==> config.mk <==
export PLATFORM = sky130hd
export DESIGN_NAME = dcac_ctrl
export DESIGN_NICKNAME = d
export VERILOG_FILES = /design/src/hdl/dcac_pkg.sv /design/src/hdl/dcac_mem.sv /design/src/hdl/dcac_fifo.sv /design/src/hdl/dcac_ctrl.sv
export VERILOG_INCLUDE_DIRS = /design/src /design/src/hdl
export SDC_FILE = /design/constraint.sdc
export NUM_CORES = 1
export LEC_CHECK = 0
export ABC_AREA = 1
export BUFFER_PORTS_ARGS = -buffer_cell sky130_fd_sc_hd__buf_4
export CAP_MARGIN = 20
export CORE_UTILIZATION = 60
export CTS_BUF_LIST = sky130_fd_sc_hd__clkbuf_8
export DETAILED_ROUTE_END_ITERATION = 10
export PLACE_DENSITY = 0.79
export SYNTH_ARGS = -nofsm -noshare
export SYNTH_HDL_FRONTEND = slang
export SYNTH_HIERARCHICAL = 1
export SYNTH_SLANG_ARGS = --single-unit
==> constraint.sdc <==
create_clock -name clock_in -period 4 [get_ports clock_in]
set_input_delay 0.4 -clock clock_in [delete_from_list [all_inputs] [get_ports clock_in]]
set_output_delay 0.4 -clock clock_in [all_outputs]
set_load 0.1 [all_outputs]
==> src/hdl/dcac_defines.svh <==
// constants of the dma channel arbitration and control block
// assumes one 20 MHz system clock and a single bus controller partner
//
// Notes on behaviour
// grant highest requester: 0A, 0B, 1A, 1B short; channel 0 before 1 full
// burst or block in progress keeps its channel until it finishes
// bus controller may suspend dma at unit boundaries for external cycles
// lower external masters are held off while dma owns the external bus
// dual address read and its write form one unit; release after write
// internal-target dma cycles proceed during external hold
// nmi clears master enable of full mode burst channels only
// full mode channel enabled only when xfer and master enable are both 1
// master enable cleared in burst: finish unit, stop, release bus
// setting master enable again resumes an interrupted burst
// clearing xfer or master enable stops after unit; setting resumes
// four interrupt outputs: sub-channel ends, or end and break per channel
// each source gated by its enable, separate line, 0A highest
// end interrupt is level: end enable 1 and xfer enable 0
// full mode break interrupt: master enable 0 and break enable 1
// software changes settings only with transfer disabled
// address presented one cycle ahead; address register updates then
// module stop refused while any channel enabled; stop freezes block
// interrupt, end pin and ack pin settings stay effective in stop
// write buffer lets next operation start during buffered write
// software alters external access registers only when idle
// cleared enable bit must be read as 0 before write of 1 works
// bus obtained by request and grant, held until release or preempt
`ifndef DCAC_DEFINES_SVH
`define DCAC_DEFINES_SVH

`define DCAC_NSUB        4
`define DCAC_NCH         2
`define DCAC_AW          16
`define DCAC_DW          16
`define DCAC_FIFO_DEPTH  16
`define DCAC_STEP_BYTE   16'h0001
`define DCAC_STEP_WORD   16'h0002
`define DCAC_TE_RST      4'h0
`define DCAC_ME_RST      2'h0
`define DCAC_ARM_RST     6'h3f
`define DCAC_MAR_RST     16'h0000

`endif

==> src/hdl/dcac_pkg.sv <==
// types shared by the dma arbitration block and its test bench
// assumes the constants header is on the include path
`include "dcac_defines.svh"

package dcac_pkg;

  // software-visible enable bits: xfer enables per sub-channel, master per channel
  typedef struct packed {
    logic [`DCAC_NCH-1:0]  me;
    logic [`DCAC_NSUB-1:0] te;
  } dcac_en_t;

  typedef struct packed {
    logic burst;
    logic block;
    logic dual;
    logic ext;
    logic word;
    logic end_pin_enable_bit;
    logic single_addressing_enable_bit;
  } dcac_cfg_t;

  typedef struct packed {
    logic                valid;
    logic                write;
    logic [1:0]          sub;
    logic [`DCAC_AW-1:0] addr;
  } dcac_cyc_t;

  typedef enum logic [1:0] {
    ST_IDLE = 2'h0,
    ST_ADDR = 2'h1,
    ST_RD   = 2'h3,
    ST_WR   = 2'h2
  } dcac_state_t;

endpackage

==> src/hdl/dcac_mem.sv <==
// small storage array with registered read data
// assumes one write and one read port on the same clock
`timescale 1ns/1ps
`default_nettype none

module dcac_mem #(
  parameter int W = 16,
  parameter int D = 16
) (
  input  wire logic                 clock_in,
  input  wire logic                 wr_en_in,
  input  wire logic [$clog2(D)-1:0] wr_addr_in,
  input  wire logic [W-1:0]         wr_data_in,
  input  wire logic [$clog2(D)-1:0] rd_addr_in,
  output logic      [W-1:0]         rd_data_out
);

  logic [W-1:0] store_ff [D];

  always_ff @(posedge clock_in)
  begin
    if (wr_en_in)
    begin
      store_ff[wr_addr_in] <= wr_data_in;
    end
  end

  always_ff @(posedge clock_in)
  begin
    rd_data_out <= store_ff[rd_addr_in];
  end

endmodule // dcac_mem

`default_nettype wire

==> src/hdl/dcac_fifo.sv <==
// show-ahead fifo between bus read data and bus write data
// assumes push and pop come from logic on the same clock
`timescale 1ns/1ps
`default_nettype none

module dcac_fifo #(
  parameter int W = 16,
  parameter int D = 16
) (
  input  wire logic         clock_in,
  input  wire logic         resetn_in,
  input  wire logic         in_valid_in,
  output logic              in_ready_out,
  input  wire logic [W-1:0] in_data_in,
  output logic              out_valid_out,
  input  wire logic         out_ready_in,
  output logic      [W-1:0] out_data_out
);

  localparam int AW = $clog2(D);

  logic [AW-1:0] wr_ptr_ff, rd_ptr_ff, rd_addr;
  logic [AW:0]   count_ff, nxt_count;
  logic          push, pop, head_ok_ff;

  assign in_ready_out  = (count_ff != (AW+1)'(D));
  assign out_valid_out = head_ok_ff;
  assign push          = in_valid_in & in_ready_out;
  assign pop           = out_ready_in & head_ok_ff;
  assign rd_addr       = pop ? rd_ptr_ff + AW'(1) : rd_ptr_ff;

  always_comb
  begin
    nxt_count = count_ff;
    if (push & !pop)
    begin
      nxt_count = count_ff + (AW+1)'(1);
    end
    else if (pop & !push)
    begin
      nxt_count = count_ff - (AW+1)'(1);
    end
  end

  // head data lags a write by one edge, so a freshly written head waits
  always_ff @(posedge clock_in)
  begin
    if (!resetn_in)
    begin
      wr_ptr_ff  <= '0;
      rd_ptr_ff  <= '0;
      count_ff   <= '0;
      head_ok_ff <= 1'b0;
    end
    else
    begin
      if (push)
      begin
        wr_ptr_ff <= wr_ptr_ff + AW'(1);
      end
      rd_ptr_ff  <= rd_addr;
      count_ff   <= nxt_count;
      head_ok_ff <= (nxt_count != '0) && !(push && wr_ptr_ff == rd_addr);
    end
  end

  dcac_mem #(.W(W), .D(D)) u_mem (
    .clock_in    (clock_in),
    .wr_en_in    (push),
    .wr_addr_in  (wr_ptr_ff),
    .wr_data_in  (in_data_in),
    .rd_addr_in  (rd_addr),
    .rd_data_out (out_data_out)
  );

endmodule // dcac_fifo

`default_nettype wire

==> src/hdl/dcac_ctrl.sv <==
// two-channel dma arbitration, enable control, interrupts and stop lockout
// assumes a bus controller that grants the bus and flags completion of each bus cycle
`timescale 1ns/1ps
`default_nettype none

module dcac_ctrl (
  input  wire logic                          clock_in,
  input  wire logic                          resetn_in,
  input  wire logic                          sw_wr_in,
  input  wire dcac_pkg::dcac_en_t            sw_data_in,
  input  wire logic                          sw_rd_in,
  output dcac_pkg::dcac_en_t                 en_bits_out,
  input  wire dcac_pkg::dcac_cfg_t [3:0]     cfg_in,
  input  wire logic [1:0]                    full_in,
  input  wire logic [3:0]                    ie_in,
  input  wire logic [1:0]                    bie_in,
  input  wire logic                          wbuf_en_in,
  input  wire logic                          nmi_in,
  input  wire logic [3:0]                    req_in,
  input  wire logic                          stop_wr_in,
  input  wire logic                          stop_data_in,
  output logic                               stopped_out,
  input  wire logic                          mar_wr_in,
  input  wire logic [1:0]                    mar_sel_in,
  input  wire logic [15:0]                   mar_data_in,
  output logic                               bus_req_out,
  input  wire logic                          bus_gnt_in,
  output dcac_pkg::dcac_cyc_t                bus_cyc_out,
  input  wire logic                          bus_done_in,
  input  wire logic                          last_in,
  input  wire logic                          blk_end_in,
  input  wire logic [15:0]                   bus_rdata_in,
  output logic [15:0]                        bus_wdata_out,
  input  wire logic                          ext_hold_in,
  output logic                               cpu_ext_hold_out,
  output logic [3:0]                         irq_out,
  output logic [3:0]                         transfer_end_pin_pin_en_out,
  output logic [1:0]                         ack_pin_en_out
);
  import dcac_pkg::*;

  // ----------------------------------------------------------------
  // helpers
  // ----------------------------------------------------------------
  function automatic logic [3:0] sub_enabled(dcac_en_t e, logic [1:0] f);
    logic [3:0] v;
    v = e.te;
    for (int c = 0; c < `DCAC_NCH; c++)
    begin
      if (f[c])
      begin
        v[2*c]   = e.te[2*c] & e.me[c];
        v[2*c+1] = 1'b0;
      end
    end
    return v;
  endfunction

  function automatic logic [1:0] pick_first(logic [3:0] r);
    logic [1:0] p;
    p = 2'h0;
    for (int i = `DCAC_NSUB-1; i >= 0; i--)
    begin
      if (r[i])
      begin
        p = 2'(i);
      end
    end
    return p;
  endfunction

  dcac_state_t     state_ff;
  dcac_en_t        en_ff, arm_ff, nxt_en, nxt_arm;
  dcac_cyc_t       cyc_ff;
  logic [15:0]     mar_ff [4];
  logic [3:0]      hold_ff, enabled, want, irq_ff, tee_ff;
  logic [1:0]      cur_ff, sel, ack_ff;
  logic            lock_ff, rel_ff, stop_ff, can_go, start, ext_blk;
  logic            wr_done, unit_done, keep, fifo_in_rdy, fifo_out_vld;
  logic [5:0]      hw_clr;
  dcac_cfg_t       ccfg;

  assign enabled = sub_enabled(en_ff, full_in);
  assign want    = enabled & (req_in | hold_ff);
  assign sel     = lock_ff ? cur_ff : pick_first(want);
  assign can_go  = lock_ff ? enabled[cur_ff] : |want;
  assign ccfg    = cfg_in[cur_ff];
  // internal targets ignore the external hold
  assign ext_blk = cfg_in[sel].ext & ext_hold_in;
  assign start   = state_ff == ST_IDLE && !stop_ff && !rel_ff && bus_gnt_in
                   && can_go && !ext_blk && fifo_in_rdy;
  assign bus_req_out = !stop_ff && !rel_ff && (can_go || state_ff != ST_IDLE);
  // buffered external write counts as done once issued
  assign wr_done   = state_ff == ST_WR && fifo_out_vld
                     && (bus_done_in || (wbuf_en_in && ccfg.ext));
  assign unit_done = (state_ff == ST_RD && bus_done_in && !ccfg.dual) || wr_done;
  assign keep      = ccfg.burst || (ccfg.block && !blk_end_in);

  // ----------------------------------------------------------------
  // transfer sequencing
  // ----------------------------------------------------------------
  always_ff @(posedge clock_in)
  begin
    if (!resetn_in)
    begin
      state_ff <= ST_IDLE;
    end
    else if (!stop_ff)
    begin
      unique case (state_ff)
        ST_IDLE: if (start) state_ff <= ST_ADDR;
        ST_ADDR: state_ff <= ST_RD;
        ST_RD:   if (bus_done_in) state_ff <= ccfg.dual ? ST_WR : ST_IDLE;
        ST_WR:   if (wr_done) state_ff <= ST_IDLE;
      endcase
    end
  end

  always_ff @(posedge clock_in)
  begin
    if (!resetn_in)
    begin
      cur_ff  <= 2'h0;
      lock_ff <= 1'b0;
      rel_ff  <= 1'b0;
      hold_ff <= 4'h0;
    end
    else
    begin
      rel_ff <= 1'b0;
      if (start)
      begin
        cur_ff          <= sel;
        hold_ff[sel]    <= 1'b0;
      end
      if (unit_done)
      begin
        lock_ff <= keep && !last_in;
        rel_ff  <= !(keep && !last_in);
      end
      else if (state_ff == ST_IDLE && lock_ff && !enabled[cur_ff])
      begin
        // disabled mid burst: stop, give the bus back, resume later
        lock_ff         <= 1'b0;
        rel_ff          <= 1'b1;
        hold_ff[cur_ff] <= ccfg.burst;
      end
    end
  end

  // ----------------------------------------------------------------
  // bus cycle and address register
  // ----------------------------------------------------------------
  always_ff @(posedge clock_in)
  begin
    if (!resetn_in)
    begin
      cyc_ff <= '0;
    end
    else
    begin
      cyc_ff.valid <= !stop_ff && (state_ff == ST_ADDR || state_ff == ST_RD
                      && !bus_done_in || state_ff == ST_WR && !wr_done);
      cyc_ff.write <= state_ff == ST_RD && bus_done_in || state_ff == ST_WR;
      cyc_ff.sub   <= cur_ff;
      if (state_ff == ST_ADDR)
      begin
        cyc_ff.addr <= mar_ff[cur_ff];
      end
    end
  end
  assign bus_cyc_out = cyc_ff;

  // address moves on in the cycle ahead of the bus cycle
  always_ff @(posedge clock_in)
  begin
    if (!resetn_in)
    begin
      for (int i = 0; i < `DCAC_NSUB; i++)
      begin
        mar_ff[i] <= `DCAC_MAR_RST;
      end
    end
    else if (!stop_ff)
    begin
      if (state_ff == ST_ADDR)
      begin
        mar_ff[cur_ff] <= mar_ff[cur_ff] + (ccfg.word ? `DCAC_STEP_WORD
                                                      : `DCAC_STEP_BYTE);
      end
      else if (mar_wr_in)
      begin
        mar_ff[mar_sel_in] <= mar_data_in;
      end
    end
  end

  dcac_fifo #(.W(`DCAC_DW), .D(`DCAC_FIFO_DEPTH)) u_fifo (
    .clock_in      (clock_in),
    .resetn_in     (resetn_in),
    .in_valid_in   (state_ff == ST_RD && bus_done_in && ccfg.dual),
    .in_ready_out  (fifo_in_rdy),
    .in_data_in    (bus_rdata_in),
    .out_valid_out (fifo_out_vld),
    .out_ready_in  (wr_done),
    .out_data_out  (bus_wdata_out)
  );

  assign cpu_ext_hold_out = (state_ff != ST_IDLE || lock_ff) && ccfg.ext;

  // ----------------------------------------------------------------
  // enable bits
  // ----------------------------------------------------------------
  always_comb
  begin
    hw_clr = 6'h0;
    if (unit_done && last_in)
    begin
      hw_clr[cur_ff] = 1'b1;
    end
    for (int c = 0; c < `DCAC_NCH; c++)
    begin
      hw_clr[`DCAC_NSUB+c] = nmi_in && full_in[c] && cfg_in[2*c].burst;
    end
    nxt_en = en_ff;
    if (sw_wr_in && !stop_ff)
    begin
      nxt_en = sw_data_in & (en_ff | arm_ff);
    end
    nxt_en  = nxt_en & ~hw_clr;
    nxt_arm = arm_ff & ~(en_ff & ~nxt_en);
    if (sw_rd_in && !stop_ff)
    begin
      nxt_arm = nxt_arm | ~en_ff;
    end
  end

  always_ff @(posedge clock_in)
  begin
    if (!resetn_in)
    begin
      en_ff  <= {`DCAC_ME_RST, `DCAC_TE_RST};
      arm_ff <= `DCAC_ARM_RST;
    end
    else
    begin
      en_ff  <= nxt_en;
      arm_ff <= nxt_arm;
    end
  end
  assign en_bits_out = en_ff;

  always_ff @(posedge clock_in)
  begin
    if (!resetn_in)
    begin
      stop_ff <= 1'b0;
    end
    else if (stop_wr_in)
    begin
      stop_ff <= stop_data_in ? (stop_ff || enabled == 4'h0) : 1'b0;
    end
  end
  assign stopped_out = stop_ff;

  // ----------------------------------------------------------------
  // interrupts and pin enables, live even in stop
  // ----------------------------------------------------------------
  always_ff @(posedge clock_in)
  begin
    if (!resetn_in)
    begin
      irq_ff <= 4'h0;
      tee_ff <= 4'h0;
      ack_ff <= 2'h0;
    end
    else
    begin
      for (int c = 0; c < `DCAC_NCH; c++)
      begin
        irq_ff[2*c]   <= ie_in[2*c] && !en_ff.te[2*c];
        irq_ff[2*c+1] <= full_in[c] ? bie_in[c] && !en_ff.me[c]
                                    : ie_in[2*c+1] && !en_ff.te[2*c+1];
        ack_ff[c]     <= !full_in[c] && cfg_in[2*c].single_addressing_enable_bit;
      end
      for (int i = 0; i < `DCAC_NSUB; i++)
      begin
        tee_ff[i] <= cfg_in[i].end_pin_enable_bit;
      end
    end
  end
  assign irq_out         = irq_ff;
  assign transfer_end_pin_pin_en_out = tee_ff;
  assign ack_pin_en_out  = ack_ff;
endmodule // dcac_ctrl

`default_nettype wire

==> impl_metrics.json, run 1 <==
{
  "ant_nets": 0,
  "yosys_register_bits": 405,
  "cts-buffers-inserted": 66,
  "power.density_mw_per_mm2": 491,
  "clk_pin_slew_ns": 0.07,
  "synth_area_mm2": 0.0183,
  "tns_ns": 0,
  "cts_tree": "done",
  "hold_violations": 0,
  "cts_buffer_depth": 3,
  "cts_setup_buffers": 0,
  "grt_max_degree": 130,
  "finalCritPeriodShare": 0.858,
  "rsz0062_at_grt": "false",
  "finalMaxSlewViolations": 0,
  "place.gp.congestion": 0.873,
  "clockRootBuffer": "clkbuf_8",
  "final_cell_mix": "nand2_1 (528), edfxtp_1 (320), inv_1 (305)",
  "netlist-cell-type-count": 50,
  "fp.dieW_um": 176,
  "n_fill_cell": 2137,
  "status": "finished, final reports clean",
  "place_inst": 2418,
  "via_per_inst": 5.57,
  "overflow": 0,
  "max_freq_mhz": 291,
  "setup-violations-final": 0,
  "endpoint_kind": "register",
  "criticalPathCategory": "reg2reg",
  "drive_gt1_frac": 0.172,
  "cts.sink_count": 405,
  "tightest_slew_ns": 0.888,
  "wl_per_cell_um": 17.9,
  "drcViolationCount": 0,
  "cp.arrival_ns": 3.90,
  "dpl.hpwl_um": 27400,
  "critPathRequiredTime_ns": 4.47,
  "grtUsageTotal": 0.296,
  "syn_area_per_cell_um2": 9.52,
  "fin_crit_ns": 3.43,
  "ys_seq_area_frac": 0.620,
  "io_pins": 149,
  "routed_wl_um": 45400,
  "fin_cells": 2543,
  "core_mm2": 0.0298,
  "antenna_found_initial": 0,
  "htreeDepth": 3,
  "num_rows": 63,
  "yosys_warnings": 6,
  "slew_headroom": 0.406,
  "n_antenna_cell": 0,
  "maxCapViolCount": 0,
  "die_y_um": 176,
  "drtPass1Iterations": 6,
  "worstPathMaxFanout": 54,
  "leakage_nw": 9.18,
  "min_path_type": "in2reg",
  "initial_utilization": 0.613,
  "netlist_instances": 1917,
  "clock_skew_ns": 0.0393,
  "synthesis.nets": 2018,
  "startpoint_type": "register",
  "final_nets": 2201,
  "drt-initial-drc-count": 1409,
  "grt_pass1_vias": 14000,
  "io_buffers": 146,
  "die_area_mm2": 0.0311,
  "vias": 14200,
  "syn_to_final_growth_pct": 15.9,
  "vdd_drop_max_mv": 0.437,
  "final_common_cell": "nand2_1",
  "grt_pass1_wl_um": 71000,
  "clk_latency_ns": 0.60
}
==> worst max-delay path: stages (launching register included) <==
cell and delay (ns):
dfxtp_1 0.50, nand2_1 0.14, inv_1 0.26, nand2_1 0.08, nand4_1 0.14, nand2_1 0.10
nand2_1 0.10, nand3_1 0.11, inv_1 0.08, nand2_2 0.16, inv_4 0.17, nand2_1 0.08
nand2_1 0.12, clkinv_2 0.11, clkinv_2 0.08, buf_4 0.47, nand2_1 0.11, nand3_1 0.10
nand3_1 0.12, nand3_1 0.15, nand2_1 0.07
==> cells by family after synthesis <==
family | share of synthesized area
and+or+nand+nor | 0.236
DFF | 0.620
buffers and inverters | 0.0883
AOI/OAI and AO/OA | 0.0488
adders and majority gates | 0.00521
xor gates and xnor gates | 0.00192
==> synth_stat cells (all sizes together) <==
library cell / n / share of area
or2: 5 / 0.0017
nor2: 116 / 0.029
o22ai: 5 / 0.0024
nand3b: 5 / 0.0021
dfxtp: 85 / 0.093
ha: 6 / 0.0041
and3: 1 / 0.00034
o21ai: 71 / 0.020
clkinv: 2 / 0.00041
edfxtp: 320 / 0.53
a22oi: 7 / 0.0029
a31oi: 2 / 0.00069
o2111a: 1 / 0.00062
a21boi: 2 / 0.00082
a221oi: 1 / 0.00048
nor3: 8 / 0.0027
nand2: 543 / 0.11
o311ai: 2 / 0.00096
inv: 302 / 0.062
nand4: 10 / 0.0034
nand3: 273 / 0.080
clkbuf: 17 / 0.0035
a21oi: 62 / 0.017
a32oi: 2 / 0.00096
and2: 3 / 0.0010
xor2: 4 / 0.0019
a211oi: 3 / 0.0012
fa: 1 / 0.0011
a22o: 1 / 0.00048
nor4: 1 / 0.00069
buf: 56 / 0.022
==> what timing repair did <==
| item | in CTS | in global routing |
|---|---|---|
| gates resized for setup | 0 | 0 |
| hold buffers | 4 | 0 |
| hold endpoints to repair | 4 | 0 |
==> cell type report <==
type,count,area (um^2),area share
Multi-Input combinational cell,1135,5390,0.255
Clock inverter,55,424,0.0201
Tap cell,390,488,0.0231
Sequential cell,405,11300,0.535
Inverter,304,1150,0.0542
Clock buffer,66,908,0.0430
Timing Repair Buffer,188,1480,0.0702
==> report_power, final <==
| group | internal [mW] | switching, mW | total, mW |
|---|---|---|---|
| Sequential | 4.81 | 0.121 | 4.93 |
| Clock | 1.96 | 1.68 | 3.64 |
| Combinational | 0.424 | 1.39 | 1.81 |
==> sequential cells by signal (all words and copies together), names as in the netlist, 2 cells and up, named ones only <==
signal	cells
u_fifo/u_mem/store_ff	256
mar_ff	64
bus_cyc_out	20
u_fifo/u_mem/rd_data_out	16
arm_ff	6
en_bits_out	6
u_fifo/count_ff	5
hold_ff	4
irq_out	4
transfer_end_pin_pin_en_out	4
u_fifo/rd_ptr_ff	4
u_fifo/wr_ptr_ff	4
ack_pin_en_out	2
cur_ff	2
state_ff	2
==> per-layer routing <==
layer	wire length, um	vias to the layer above	GRT usage
met5	0	-	0
met4	1490	0	0.142
met3	4420	127	0.0528
met2	22100	776	0.497
met1	17400	6620	0.372
li1	-	6653	-
==> stage by stage <==
stage	utilization	hold WS (ns)	power [mW]	instance area, um^2	setup WS, ns
after detailed placement	0.664	0.469	6.80	19800	0.701
after global placement	0.664	0.460	6.76	19800	0.758
final	0.710	0.0325	10.4	21100	0.568
after global routing	0.710	0.0233	10.7	21100	0.306
after floorplan	-	0.448	6.32	18300	0.548
after CTS	0.710	0.00567	10.4	21100	0.636
==> path summary, 6_finish.rpt <==
path,slack [ns],depth (start not counted),endpoint,startpoint
worst max-delay path,0.57,20,u_fifo/u_mem/rd_data_out[14],cur_ff[0]
worst max register to register,0.57,20,u_fifo/u_mem/rd_data_out[14],cur_ff[0]
worst min-delay path,0.03,3,irq_out[2],ie_in[2]
worst min register to register,0.48,2,hold_ff[2],hold_ff[2]
Note: power is estimated with default switching activity, not from simulation.
==> run 2: changes to the inputs <==
--- a/config.mk
+++ b/config.mk
@@ -9,9 +9,11 @@
 export ABC_AREA = 1
 export BUFFER_PORTS_ARGS = -buffer_cell sky130_fd_sc_hd__buf_4
 export CAP_MARGIN = 20
+export CORE_MARGIN = 4
 export CORE_UTILIZATION = 60
 export CTS_BUF_LIST = sky130_fd_sc_hd__clkbuf_8
 export DETAILED_ROUTE_END_ITERATION = 10
+export MAX_ROUTING_LAYER = met4
 export PLACE_DENSITY = 0.79
 export SYNTH_ARGS = -nofsm -noshare
 export SYNTH_HDL_FRONTEND = slang
==> run 2 against run 1 <==
  * Cell count rose by 0.20%
  * Register-to-register slack improved by 0.10 ns
  * Via count decreased by 1.9%
  * Combinational power barely moved
  * Design area down 0.43%
  * Clock skew shrank 0.0024 ns
  * First-iteration DRC count decreased by 14%
  * Worst hold slack improved by 0.0099 ns
  * Power shrank 3.4%
  * Highest routed layer unchanged
  * Worst setup slack better by 0.10 ns
  * Flip-flop and latch count unchanged
==> impl_metrics.json, run 2 (synthesis gave the netlist of run 1 again) <==
{
  "status": "finished, final reports clean",
  "cp.arrival_ns": 3.85,
  "grt_pass1_wl_um": 71600,
  "finalCritPeriodShare": 0.832,
  "place.gp.congestion": 0.932,
  "worstPathMaxFanout": 58,
  "largest_reg_flops": 256,
  "vias": 13900,
  "antenna_found_initial": 0,
  "cts_buffer_depth": 3,
  "core_mm2": 0.0298,
  "fin_crit_ns": 3.33,
  "final_cell_mix": "nand2_1 (528), edfxtp_1 (320), inv_1 (310)",
  "place_ws_ns": 0.686,
  "dpl.hpwl_um": 28200,
  "crit_chain": "nand2_1, inv_1, nand2_1, nand4_1, nand2_1, nand2_1, nand3_1, inv_1, nand2_2, inv_4, nand2_1, nand2_1, clkinv_2, clkinv_2, buf_12, nand2_1, nand2_1, nand2_1, nand3_1, nand3_1, nand2_1",
  "tightest_slew_ns": 0.887,
  "initial_utilization": 0.613,
  "grtUsageTotal": 0.278,
  "die_y_um": 182,
  "min_path_cells": 3,
  "slew_headroom": 0.408,
  "crit_slowest_cell": "dfxtp_1",
  "grt_pass1_vias": 14200,
  "leakage_nw": 9.18,
  "htreeDepth": 3,
  "drtPass1Iterations": 5,
  "wl_per_cell_um": 17.7,
  "num_rows": 63,
  "timing.rr.start": "cur_ff[0]",
  "final_nets": 2208,
  "syn_to_final_growth_pct": 15.4,
  "clk_pin_slew_ns": 0.06,
  "finalMaxSlewViolations": 0,
  "post_cts_resized": 0,
  "vdd_drop_max_mv": 0.528,
  "grt_max_degree": 130,
  "clock_skew_ns": 0.0369,
  "overflow": 0,
  "crit_top_cell": "nand2_1",
  "critPathRequiredTime_ns": 4.52,
  "drt-initial-drc-count": 1212,
  "drive_gt1_frac": 0.173,
  "cts.sink_count": 405,
  "via_per_inst": 5.46,
  "n_antenna_cell": 0,
  "max_freq_mhz": 300,
  "min_to": "irq_out[2]",
  "ant_nets": 0,
  "rsz0062_at_grt": "false",
  "rr_worst_depth": 21,
  "min_from": "ie_in[2]",
  "criticalPathCategory": "reg2reg",
  "setup_slack_ns": 0.671,
  "regMostFlops": "u_fifo/u_mem/store_ff",
  "startpoint_type": "register",
  "cts_tree": "done",
  "tns_ns": 0,
  "max_stage_delay_ns": 0.49,
  "final_common_cell": "nand2_1",
  "setup-violations-final": 0,
  "cts-buffers-inserted": 66,
  "io_pins": 149,
  "die_area_mm2": 0.0333,
  "power.density_mw_per_mm2": 477,
  "rrSetupSlack_ns": 0.67,
  "clk_latency_ns": 0.60,
  "maxCapViolCount": 0,
  "endpoint_kind": "register",
  "clockRootBuffer": "clkbuf_8",
  "fp.dieW_um": 182,
  "n_fill_cell": 2177,
  "routed_wl_um": 45000,
  "io_buffers": 146,
  "r2r-end": "u_fifo/u_mem/rd_data_out[5]",
  "hold_violations": 0,
  "drcViolationCount": 0,
  "min_path_type": "in2reg"
}
==> run 2: cell types whose count changed in the layout (fill, tap and decap cells not counted), moves of 2 or more <==
cell,before,now
bufinv_16,6,1
buf_12,5,3
clkbuf_8,66,68
buf_4,179,187
inv_1,305,310
clkinv_1,12,9
clkinvlp_4,4,2
==> run 2: worst max-delay path by stage <==
| stage | slack [ns] | cells past startpoint | startpoint | to |
|---|---|---|---|---|
| after global routing | 0.33 | 21 | cur_ff[0] | u_fifo/u_mem/rd_data_out[7] |
| after CTS | 0.68 | 21 | cur_ff[0] | u_fifo/u_mem/rd_data_out[10] |
| after detailed placement | 0.69 | 20 | cur_ff[0] | u_fifo/u_mem/rd_data_out[10] |
| after global placement | 0.79 | 21 | cur_ff[0] | u_fifo/u_mem/rd_data_out[0] |
| final | 0.67 | 21 | cur_ff[0] | u_fifo/u_mem/rd_data_out[5] |
| after floorplan | 0.55 | 8 | en_bits_out[4] | bus_req_out |
==> run 2: cell type report <==
class | instances | area (um^2) | area share
well taps | 390 | 488 | 0.0232
multi-input cells | 1135 | 5390 | 0.256
clock buffers | 68 | 936 | 0.0444
inverters | 304 | 1150 | 0.0544
repair buffers | 195 | 1510 | 0.0719
flip-flops and latches | 405 | 11300 | 0.537
clock inverters | 51 | 275 | 0.0131
==> run 2: per-stage QoR <==
| stage | std cells | cell area, um^2 | hold WS [ns] | total power [mW] | utilization |
|---|---|---|---|---|---|
| after CTS | 2548 | 21100 | 0.0172 | 10.1 | 0.707 |
| after detailed placement | 2424 | 19800 | 0.468 | 6.81 | 0.664 |
| final | 2548 | 21100 | 0.0423 | 10.0 | 0.707 |
| after floorplan | 1917 | 18300 | 0.448 | 6.32 | - |
| after global placement | 2424 | 19800 | 0.458 | 6.77 | 0.664 |
| after global routing | 2548 | 21100 | 0.0494 | 10.4 | 0.707 |
==> run 2: timing repair <==
action / CTS / global route
endpoints found under the hold margin: 5 / 0
setup buffers: 0 / 0
hold buffers: 5 / 0
==> run 2: worst max-delay path, delay by kind of cell (launching register included) <==
family / cells / cell delay (ns)
buf+inv: 6 / 1.26
flops: 1 / 0.49
simple gates: 15 / 1.51
==> run 2: power breakdown <==
| part | total [mW] | internal [mW] | switching (mW) |
|---|---|---|---|
| Clock | 3.30 | 1.67 | 1.63 |
| Sequential | 4.93 | 4.81 | 0.115 |
| Combinational | 1.81 | 0.426 | 1.38 |
==> run 2: per-layer routing <==
| metal | GRT usage | vias up | wire length (um) |
|---|---|---|---|
| met5 | - | - | 0 |
| met4 | 0.101 | 0 | 1390 |
| met3 | 0.0494 | 110 | 3760 |
| met2 | 0.463 | 606 | 22300 |
| met1 | 0.345 | 6535 | 17600 |
| li1 | - | 6658 | - |
